[src/crc_regs_pkg.sv]
// Purpose: shared constants for the crc result and polynomial register block
// Assumes: axi4-lite, 32-bit data, one register per aligned word
// Notes: offsets are local choices
`default_nettype none
package crc_regs_pkg;
   localparam int ADDR_W = 8;
   localparam int CRC_W = 16;
   localparam logic [ADDR_W-1:0] OFF_SUM_HIGH = 8'h00;
   localparam logic [ADDR_W-1:0] OFF_SUM_LOW = 8'h04;
   localparam logic [ADDR_W-1:0] OFF_STAGE_HIGH = 8'h08;
   localparam logic [ADDR_W-1:0] OFF_STAGE_LOW = 8'h0C;
   localparam logic [ADDR_W-1:0] OFF_TAPS_HIGH = 8'h10;
   localparam logic [ADDR_W-1:0] OFF_TAPS_LOW = 8'h14;
   localparam logic [ADDR_W-1:0] OFF_INPUT_LOW = 8'h18;
   localparam logic [ADDR_W-1:0] OFF_POLY_LEN = 8'h1C;
   localparam logic [ADDR_W-1:0] OFF_STATUS = 8'h20;
   localparam logic [15:0] SUM_RESET = 16'h0000;
   localparam logic [15:0] STAGE_RESET = 16'h0000;
   localparam logic [15:0] TAPS_RESET = 16'h0001;
   localparam logic [3:0] POLY_LEN_RESET = 4'hF;
   localparam logic [3:0] BITS_PER_BYTE = 4'h8;
   localparam logic [1:0] RESP_OKAY = 2'h0;
   localparam logic [1:0] RESP_SLVERR = 2'h2;
endpackage : crc_regs_pkg
`default_nettype wire

[src/crc_shift_engine.sv]
// Purpose: serial crc engine, one data bit per clock into the running sum
// Assumes: msb-first shifting; poly_len holds length minus one
// Notes: load and sum write never collide; the top module orders them
`timescale 1ns/1ps
`default_nettype none
module crc_shift_engine
   import crc_regs_pkg::*;
(
   input wire logic clk_sys,
   input wire logic rst_n,
   input wire logic load,
   input wire logic [7:0] load_byte,
   input wire logic sum_we,
   input wire logic [15:0] sum_wdata,
   input wire logic [15:0] taps,
   input wire logic [3:0] poly_len,
   output logic [15:0] sum,
   output logic [15:0] stage,
   output logic busy
);
   logic [3:0] left;
   logic fb;
   logic [15:0] next_sum;

   // ----------------------------------------
   // feedback step
   // ----------------------------------------
   always_comb begin
      fb = sum[poly_len] ^ stage[7];
      next_sum = sum << 1;
      next_sum[0] = fb;
      for (int i = 1; i < CRC_W; i++) begin
         // cleared taps pass the shifted bit straight through
         if (taps[i] && (4'(i) <= poly_len)) begin
            next_sum[i] = sum[i-1] ^ fb;
         end
      end
   end

   always_ff @(posedge clk_sys) begin
      if (!rst_n) begin
         sum <= SUM_RESET;
      end else if (sum_we) begin
         sum <= sum_wdata;
      end else if (busy) begin
         sum <= next_sum;
      end
   end

   always_ff @(posedge clk_sys) begin
      if (!rst_n) begin
         stage <= STAGE_RESET;
         left <= 4'h0;
         busy <= 1'b0;
      end else if (load) begin
         stage <= {8'h00, load_byte};
         left <= BITS_PER_BYTE;
         busy <= 1'b1;
      end else if (busy) begin
         stage <= {stage[14:0], 1'b0};
         left <= left - 4'h1;
         busy <= (left != 4'h1);
      end
   end
endmodule : crc_shift_engine
`default_nettype wire

[src/crc_result_and_poly_regs.sv]
// Purpose: axi4-lite register block for crc running sum, shifter view, taps
// Assumes: single clock, synchronous active-low reset
// Notes: one write and one read outstanding at most
`timescale 1ns/1ps
`default_nettype none
module crc_result_and_poly_regs
   import crc_regs_pkg::*;
(
   input wire logic clk_sys,
   input wire logic rst_n,
   input wire logic [ADDR_W-1:0] s_axi_awaddr,
   input wire logic s_axi_awvalid,
   output logic s_axi_awready,
   input wire logic [31:0] s_axi_wdata,
   input wire logic [3:0] s_axi_wstrb,
   input wire logic s_axi_wvalid,
   output logic s_axi_wready,
   output logic [1:0] s_axi_bresp,
   output logic s_axi_bvalid,
   input wire logic s_axi_bready,
   input wire logic [ADDR_W-1:0] s_axi_araddr,
   input wire logic s_axi_arvalid,
   output logic s_axi_arready,
   output logic [31:0] s_axi_rdata,
   output logic [1:0] s_axi_rresp,
   output logic s_axi_rvalid,
   input wire logic s_axi_rready
);
   // ----------------------------------------
   // state
   // ----------------------------------------
   logic [ADDR_W-1:0] aw_addr;
   logic aw_held;
   logic [31:0] w_data;
   logic [3:0] w_strb;
   logic w_held;
   logic [15:0] taps;
   logic [3:0] poly_len;
   logic [15:0] sum;
   logic [15:0] stage;
   logic busy;
   logic do_write;
   logic write_ok;
   logic sum_we;
   logic [15:0] sum_wdata;
   logic load;
   logic [31:0] next_rdata;
   logic read_ok;

   function automatic logic mapped(input logic [ADDR_W-1:0] a);
      mapped = (a == OFF_SUM_HIGH) || (a == OFF_SUM_LOW) || (a == OFF_STAGE_HIGH)
         || (a == OFF_STAGE_LOW) || (a == OFF_TAPS_HIGH) || (a == OFF_TAPS_LOW)
         || (a == OFF_INPUT_LOW) || (a == OFF_POLY_LEN) || (a == OFF_STATUS);
   endfunction : mapped

   // ----------------------------------------
   // write channel
   // ----------------------------------------
   // a write waits while the engine shifts so the sum is never torn
   assign do_write = aw_held && w_held && !s_axi_bvalid && !busy;
   assign write_ok = mapped(aw_addr);

   always_ff @(posedge clk_sys) begin
      if (!rst_n) begin
         aw_held <= 1'b0;
         aw_addr <= '0;
         s_axi_awready <= 1'b0;
      end else begin
         s_axi_awready <= !aw_held && !s_axi_awready;
         if (s_axi_awvalid && s_axi_awready) begin
            aw_held <= 1'b1;
            aw_addr <= s_axi_awaddr;
            s_axi_awready <= 1'b0;
         end else if (do_write) begin
            aw_held <= 1'b0;
         end
      end
   end

   always_ff @(posedge clk_sys) begin
      if (!rst_n) begin
         w_held <= 1'b0;
         w_data <= '0;
         w_strb <= '0;
         s_axi_wready <= 1'b0;
      end else begin
         s_axi_wready <= !w_held && !s_axi_wready;
         if (s_axi_wvalid && s_axi_wready) begin
            w_held <= 1'b1;
            w_data <= s_axi_wdata;
            w_strb <= s_axi_wstrb;
            s_axi_wready <= 1'b0;
         end else if (do_write) begin
            w_held <= 1'b0;
         end
      end
   end

   always_ff @(posedge clk_sys) begin
      if (!rst_n) begin
         s_axi_bvalid <= 1'b0;
         s_axi_bresp <= RESP_OKAY;
      end else if (do_write) begin
         s_axi_bvalid <= 1'b1;
         s_axi_bresp <= write_ok ? RESP_OKAY : RESP_SLVERR;
      end else if (s_axi_bready) begin
         s_axi_bvalid <= 1'b0;
      end
   end

   // ----------------------------------------
   // register writes
   // ----------------------------------------
   always_comb begin
      sum_we = 1'b0;
      sum_wdata = sum;
      if (do_write && w_strb[0]) begin
         if (aw_addr == OFF_SUM_HIGH) begin
            sum_we = 1'b1;
            sum_wdata = {w_data[7:0], sum[7:0]};
         end else if (aw_addr == OFF_SUM_LOW) begin
            sum_we = 1'b1;
            sum_wdata = {sum[15:8], w_data[7:0]};
         end
      end
   end

   assign load = do_write && w_strb[0] && (aw_addr == OFF_INPUT_LOW);

   always_ff @(posedge clk_sys) begin
      if (!rst_n) begin
         taps <= TAPS_RESET;
         poly_len <= POLY_LEN_RESET;
      end else if (do_write && w_strb[0]) begin
         if (aw_addr == OFF_TAPS_HIGH) begin
            taps[15:8] <= w_data[7:0];
         end
         if (aw_addr == OFF_TAPS_LOW) begin
            taps[7:0] <= {w_data[7:1], 1'b1};
         end
         if (aw_addr == OFF_POLY_LEN) begin
            poly_len <= w_data[3:0];
         end
      end
   end

   crc_shift_engine u_engine (
      .clk_sys(clk_sys),
      .rst_n(rst_n),
      .load(load),
      .load_byte(w_data[7:0]),
      .sum_we(sum_we),
      .sum_wdata(sum_wdata),
      .taps(taps),
      .poly_len(poly_len),
      .sum(sum),
      .stage(stage),
      .busy(busy)
   );

   // ----------------------------------------
   // read channel
   // ----------------------------------------
   always_comb begin
      next_rdata = 32'h00000000;
      read_ok = 1'b1;
      case (s_axi_araddr)
         OFF_SUM_HIGH: next_rdata[7:0] = sum[15:8];
         OFF_SUM_LOW: next_rdata[7:0] = sum[7:0];
         OFF_STAGE_HIGH: next_rdata[7:0] = stage[15:8];
         OFF_STAGE_LOW: next_rdata[7:0] = stage[7:0];
         OFF_TAPS_HIGH: next_rdata[7:0] = taps[15:8];
         OFF_TAPS_LOW: next_rdata[7:0] = {taps[7:1], 1'b1};
         OFF_INPUT_LOW: next_rdata[7:0] = stage[7:0];
         OFF_POLY_LEN: next_rdata[3:0] = poly_len;
         OFF_STATUS: next_rdata[0] = busy;
         default: read_ok = 1'b0;
      endcase
   end

   always_ff @(posedge clk_sys) begin
      if (!rst_n) begin
         s_axi_arready <= 1'b0;
         s_axi_rvalid <= 1'b0;
         s_axi_rdata <= 32'h00000000;
         s_axi_rresp <= RESP_OKAY;
      end else if (s_axi_arvalid && s_axi_arready) begin
         s_axi_arready <= 1'b0;
         s_axi_rvalid <= 1'b1;
         s_axi_rdata <= next_rdata;
         s_axi_rresp <= read_ok ? RESP_OKAY : RESP_SLVERR;
      end else begin
         s_axi_arready <= !s_axi_rvalid && !s_axi_arready;
         if (s_axi_rvalid && s_axi_rready) begin
            s_axi_rvalid <= 1'b0;
         end
      end
   end

   // ----------------------------------------
   // checks
   // ----------------------------------------
   property p_sum_high_write;
      @(posedge clk_sys) disable iff (!rst_n)
         (do_write && w_strb[0] && aw_addr == OFF_SUM_HIGH) |=> (sum[15:8] == $past(w_data[7:0]));
   endproperty
   a_sum_high_write: assert property (p_sum_high_write) else $error("sum high byte not loaded");

   property p_sum_low_write;
      @(posedge clk_sys) disable iff (!rst_n)
         (do_write && w_strb[0] && aw_addr == OFF_SUM_LOW)
         |=> (sum == {$past(sum[15:8]), $past(w_data[7:0])});
   endproperty
   a_sum_low_write: assert property (p_sum_low_write) else $error("sum low byte not loaded");

   property p_sum_read;
      @(posedge clk_sys) disable iff (!rst_n)
         (s_axi_arvalid && s_axi_arready && s_axi_araddr == OFF_SUM_LOW)
         |=> (s_axi_rdata == {24'h000000, $past(sum[7:0])});
   endproperty
   a_sum_read: assert property (p_sum_read) else $error("sum low read wrong");

   property p_stage_read;
      @(posedge clk_sys) disable iff (!rst_n)
         (s_axi_arvalid && s_axi_arready && s_axi_araddr == OFF_STAGE_HIGH)
         |=> (s_axi_rdata[7:0] == $past(stage[15:8]));
   endproperty
   a_stage_read: assert property (p_stage_read) else $error("shifter high read wrong");

   property p_stage_ro;
      @(posedge clk_sys) disable iff (!rst_n)
         (!busy && !load) |=> (stage == $past(stage));
   endproperty
   a_stage_ro: assert property (p_stage_ro) else $error("shifter changed by a write");

   property p_taps_high;
      @(posedge clk_sys) disable iff (!rst_n)
         (do_write && w_strb[0] && aw_addr == OFF_TAPS_HIGH) |=> (taps[15:8] == $past(w_data[7:0]));
   endproperty
   a_taps_high: assert property (p_taps_high) else $error("tap high byte not loaded");

   property p_taps_low;
      @(posedge clk_sys) disable iff (!rst_n)
         (do_write && w_strb[0] && aw_addr == OFF_TAPS_LOW) |=> (taps[7:1] == $past(w_data[7:1]));
   endproperty
   a_taps_low: assert property (p_taps_low) else $error("tap low bits not loaded");

   property p_tap0_one;
      @(posedge clk_sys) disable iff (!rst_n)
         (s_axi_arvalid && s_axi_arready && s_axi_araddr == OFF_TAPS_LOW) |=> (s_axi_rdata[0] && taps[0]);
   endproperty
   a_tap0_one: assert property (p_tap0_one) else $error("tap bit zero not one");

   property p_load_shift;
      @(posedge clk_sys) disable iff (!rst_n)
         load |=> busy [*8] ##1 !busy;
   endproperty
   a_load_shift: assert property (p_load_shift) else $error("shift did not last eight cycles");

   property p_plain_tap;
      @(posedge clk_sys) disable iff (!rst_n)
         (busy && !sum_we && !taps[1]) |=> (sum[1] == $past(sum[0]));
   endproperty
   a_plain_tap: assert property (p_plain_tap) else $error("cleared tap applied feedback");

   property p_feedback_top;
      @(posedge clk_sys) disable iff (!rst_n)
         (busy && !sum_we) |=> (sum[0] == ($past(sum[poly_len]) ^ $past(stage[7])));
   endproperty
   a_feedback_top: assert property (p_feedback_top) else $error("feedback not from top term");

   property p_sum_hold;
      @(posedge clk_sys) disable iff (!rst_n)
         (!busy && !sum_we) |=> (sum == $past(sum));
   endproperty
   a_sum_hold: assert property (p_sum_hold) else $error("sum changed without write or shift");

   property p_sum_high_read;
      @(posedge clk_sys) disable iff (!rst_n)
         (s_axi_arvalid && s_axi_arready && s_axi_araddr == OFF_SUM_HIGH)
         |=> (s_axi_rdata == {24'h000000, $past(sum[15:8])});
   endproperty
   a_sum_high_read: assert property (p_sum_high_read) else $error("sum high read wrong");

   property p_stage_low_read;
      @(posedge clk_sys) disable iff (!rst_n)
         (s_axi_arvalid && s_axi_arready && s_axi_araddr == OFF_STAGE_LOW)
         |=> (s_axi_rdata == {24'h000000, $past(stage[7:0])});
   endproperty
   a_stage_low_read: assert property (p_stage_low_read) else $error("shifter low read wrong");

   property p_stage_reset;
      @(posedge clk_sys) disable iff (!rst_n)
         $rose(rst_n) |-> (stage == STAGE_RESET);
   endproperty
   a_stage_reset: assert property (p_stage_reset) else $error("shifter not zero after reset");

   property p_stage_write_ignored;
      @(posedge clk_sys) disable iff (!rst_n)
         (do_write && (aw_addr == OFF_STAGE_HIGH || aw_addr == OFF_STAGE_LOW))
         |=> (stage == $past(stage) && s_axi_bresp == RESP_OKAY);
   endproperty
   a_stage_write_ignored: assert property (p_stage_write_ignored) else $error("shifter view took a write");

   property p_taps_high_read;
      @(posedge clk_sys) disable iff (!rst_n)
         (s_axi_arvalid && s_axi_arready && s_axi_araddr == OFF_TAPS_HIGH)
         |=> (s_axi_rdata == {24'h000000, $past(taps[15:8])});
   endproperty
   a_taps_high_read: assert property (p_taps_high_read) else $error("tap high read wrong");

   property p_taps_low_read;
      @(posedge clk_sys) disable iff (!rst_n)
         (s_axi_arvalid && s_axi_arready && s_axi_araddr == OFF_TAPS_LOW)
         |=> (s_axi_rdata[7:1] == $past(taps[7:1]));
   endproperty
   a_taps_low_read: assert property (p_taps_low_read) else $error("tap low read wrong");

   property p_load_stage;
      @(posedge clk_sys) disable iff (!rst_n)
         load |=> (stage == {8'h00, $past(w_data[7:0])});
   endproperty
   a_load_stage: assert property (p_load_stage) else $error("shifter not loaded from input");

   property p_stage_shift;
      @(posedge clk_sys) disable iff (!rst_n)
         busy |=> (stage == {$past(stage[14:0]), 1'b0});
   endproperty
   a_stage_shift: assert property (p_stage_shift) else $error("shifter did not move one place");

   property p_upper_plain;
      @(posedge clk_sys) disable iff (!rst_n)
         (busy && poly_len < 4'hF) |=> (sum[15] == $past(sum[14]));
   endproperty
   a_upper_plain: assert property (p_upper_plain) else $error("bit above length got feedback");

   property p_len_write;
      @(posedge clk_sys) disable iff (!rst_n)
         (do_write && w_strb[0] && aw_addr == OFF_POLY_LEN) |=> (poly_len == $past(w_data[3:0]));
   endproperty
   a_len_write: assert property (p_len_write) else $error("length field not loaded");
endmodule : crc_result_and_poly_regs
`default_nettype wire

[config.mk]
export PLATFORM = sky130hd
export DESIGN_NAME = crc_result_and_poly_regs
export DESIGN_NICKNAME = d
export VERILOG_FILES = /design/src/crc_regs_pkg.sv /design/src/crc_shift_engine.sv /design/src/crc_result_and_poly_regs.sv
export SDC_FILE = /design/constraint.sdc
export NUM_CORES = 1
export LEC_CHECK = 0
export BUFFER_PORTS_ARGS = -buffer_cell sky130_fd_sc_hd__clkbuf_2
export CAP_MARGIN = 20
export CORE_ASPECT_RATIO = 0.75
export CORE_MARGIN = 10
export CORE_UTILIZATION = 35
export DETAILED_ROUTE_END_ITERATION = 10
export GPL_TIMING_DRIVEN = 0
export PLACE_DENSITY_LB_ADDON = 0.1
export SYNTH_ARGS = -nofsm -noshare
export SYNTH_HDL_FRONTEND = slang
export SYNTH_SLANG_ARGS = --single-unit
[constraint.sdc]
create_clock -name clk_sys -period 3.37 [get_ports clk_sys]
set_input_delay 0.337 -clock clk_sys [delete_from_list [all_inputs] [get_ports clk_sys]]
set_output_delay 0.337 -clock clk_sys [all_outputs]
set_load 0.05 [all_outputs]
==> impl_metrics.ini <==
[outcome]
status = finished, final reports clean

[synth]
syn_area_per_cell_um2 = 8.31
synth_top_family_by_area = simple AND/OR/NAND/NOR gates
synth.distinct_cells = 63
yosysMostFrequentCell = dfxtp_1
yosys.area_share.simple_pct = 21.4
synthArstFlopShare_pct = 0
syn_area_mm2 = 0.00486
syn_inst = 585
synthAdderAreaFrac_pct = 0.515
yosysSeqAreaShare_pct = 37.1
synth.largest_area_cell = dfxtp_1
synth-main-ff-cell = dfxtp_1
ys_seq_elements = 90
yosys-top-cells-count = 90 x dfxtp_1, 75 x nand2_1, 53 x a21oi_1, 52 x nor2_1, 30 x mux2i_1
synth_top_area_share_pct = 37.1
ys_top_cells_by_area = dfxtp_1 37%, mux2i_1 6.2%, nand2_1 5.8%, a21oi_1 5.5%, mux4_2 4.2%
synthMuxAreaShare_pct = 11.0
synth_edf_count = 0
synth_xor_area_share_pct = 2.34
ys_warn_count = 0
synth_compound_area_share_pct = 19.6

[min_path]
hp-start = s_axi_wstrb[0]
hp-class = input pin to flip-flop
hold_path_end = w_strb[0]$_SDFFE_PN0P_
hold_depth = 3

[critical_path]
cpMostUsedCell = clkbuf_1
arrival_ps = 3100
path_class = flip-flop to flip-flop
worstPathMaxFanout = 10
cp_slowest_stage_delay_ps = 520
crit_path_start = u_engine.busy$_SDFF_PN0_
r2r_slack_ps = 490
path_cells = clkbuf_1 -> nor4bb_1 -> nand4_1 -> nor2_1 -> clkbuf_1 -> nor3b_1 -> a21oi_1 -> o32ai_2
end_kind = flip-flop
reg2reg_depth = 8
slowest_stage = nor4bb_1
r2r_start = u_engine.busy$_SDFF_PN0_
cp-start-kind = flip-flop
reg2reg_to = u_engine.sum[10]$_SDFFE_PN0P_
crit_required_ps = 3580

[power_and_ir_drop]
ir_drop_v = 0.000323
p_leak_nw = 2.09
power_density_mw_per_mm2 = 412

[route]
vias_per_cell = 5.48
routed_wl_mm = 16.4
route.vias.total = 4633
ant_nets = 0
drc = 0
drtPass1Iterations = 5
drtIter0Drc = 447
wire_per_inst_um = 19.4

[cts]
clk_latency_ps = 350
cts-buffers-inserted = 9
cts_max_level = 3
ctsHoldBuffers = 0
clk_pin_slew_ps = 70
cts_buffer_depth = 2
cts_tree = built
cts_resized = 0
post_cts_buffers = 0
root_buffer = clkbuf_16
cts_sinks = 90

[placed_design]
place_congestion = 0.927
hpwl_mm = 12.4
io_buffers = 44

[floorplan]
fp-row-count = 37
core_mm2 = 0.0137
die_height_um = 122
io_pins = 100
die_w_um = 156
start_util_pct = 35.6
die_area_mm2 = 0.0190

[timing]
finalCriticalPeriod_ps = 2880
slew_headroom_pct = 48.0
slew_violations = 0
skew_ps = 8.98
tns_ps = 0
setup_viol_count_final = 0
fmax_ghz = 0.347
period_share_pct = 85.6
rsz0062_at_grt = false
tightest_slew_ps = 781
hold_viol_final = 0

[global_routing]
grt_pass1_wl_mm = 25.6
antenna_found_initial = 0
grt_max_degree = 16
grt-ovfl-total = 0
grt_pass1_vias = 4475
grtUsageTotal_pct = 17.3

[flow_run]
maxCapViolCount = 0

[finish]
antenna_cells = 0
multi_input_area_mm2 = 0.00277
drive_gt1_share_pct = 16.0
fillCellCount = 1409
area_delta_synth_final_pct = 16.8
final_util_pct = 41.5
regArea_mm2 = 0.00180
nets = 726
## cell usage in the layout (no fill, tap or decap), drive strengths merged, types with 8 or more instances in the layout
master  count
o21ai      23
clkbuf     83
nor3       13
conb       26
xor2        8
a211oi     11
buf        38
mux4        9
a22oi      12
mux2i      30
a21oi      53
o22ai       8
nand2      75
nor3b       8
and2       11
nor2       52
nand3      26
dfxtp      90
## power breakdown
group | total, W | internal (W) | leakage [nW] | switching (W)
sequential | 0.00111 | 0.00108 | 0.728 | 0.0000261
combinational | 0.000254 | 0.0000693 | 1.23 | 0.000185
clock | 0.000971 | 0.000524 | 0.136 | 0.000447
## per-layer routing
metal	share of wire (%)	vias up	wire (um)	global-route usage (%)
met5	0	-	0	0
met4	1.4	0	228	4.65
met3	10	18	1680	5.60
met2	43	216	6990	25.0
met1	46	2191	7510	24.1
li1	-	2208	-	-
## metrics by stage
| step | setup WS (ps) | cell area (um^2) | hold WS, ps | std cells | power [W] |
|---|---|---|---|---|---|
| 2_1_floorplan | 1040 | 4950 | 437 | 610 | 0.00132 |
| 3_3_place_gp | 539 | 5390 | 445 | 829 | 0.00138 |
| 3_5_place_dp | 563 | 5390 | 462 | 829 | 0.00138 |
| 4_1_cts | 545 | 5670 | 199 | 845 | 0.00235 |
| 5_1_grt | 335 | 5670 | 197 | 845 | 0.00242 |
| 6_report | 486 | 5670 | 203 | 845 | 0.00233 |
## area by class of cell
class / count / area share [%]
buffer: 66 / 6.37
clock buffer: 11 / 4.28
clock inverter: 5 / 0.684
inverter: 6 / 0.397
multi-input combinational: 448 / 48.8
sequential: 90 / 31.8
tap: 175 / 3.86
timing repair buffer: 44 / 3.88
## cells by family after synthesis
kind of cell / after synthesis
AND/OR/NAND/NOR: 219
AO/OA/AOI/OAI: 146
flip-flops: 90
buffers and inverters: 72
multiplexers: 42
XOR/XNOR: 13
adder cells (fa/ha/maj): 2
other: 1
## worst max path at each step
stage | to | slack [ps]
floorplan | u_engine.sum[10]$_SDFFE_PN0P_ | 1040
global placement | u_engine.sum[10]$_SDFFE_PN0P_ | 540
detailed placement | u_engine.sum[10]$_SDFFE_PN0P_ | 560
CTS | u_engine.sum[10]$_SDFFE_PN0P_ | 540
global route | u_engine.sum[11]$_SDFFE_PN0P_ | 330
finish | u_engine.sum[10]$_SDFFE_PN0P_ | 490
## worst max-delay path: cells and delay by family, from the launching register on
family                 cells  cell delay [ps]
AOI/OAI and AO/OA          2              280
buffers and inverters      2              780
DFF                        1              320
and+or+nand+nor            4             1360
## flip-flops by register name, summed over array words and instances, names as in the netlist, 4 cells and up
signal,count
u_engine.sum,16
u_engine.stage,16
poly_len,4
aw_addr,8
u_engine.left,4
taps,15
s_axi_rdata,8
w_data,8
No activity file was read; power rests on OpenSTA's default activity.
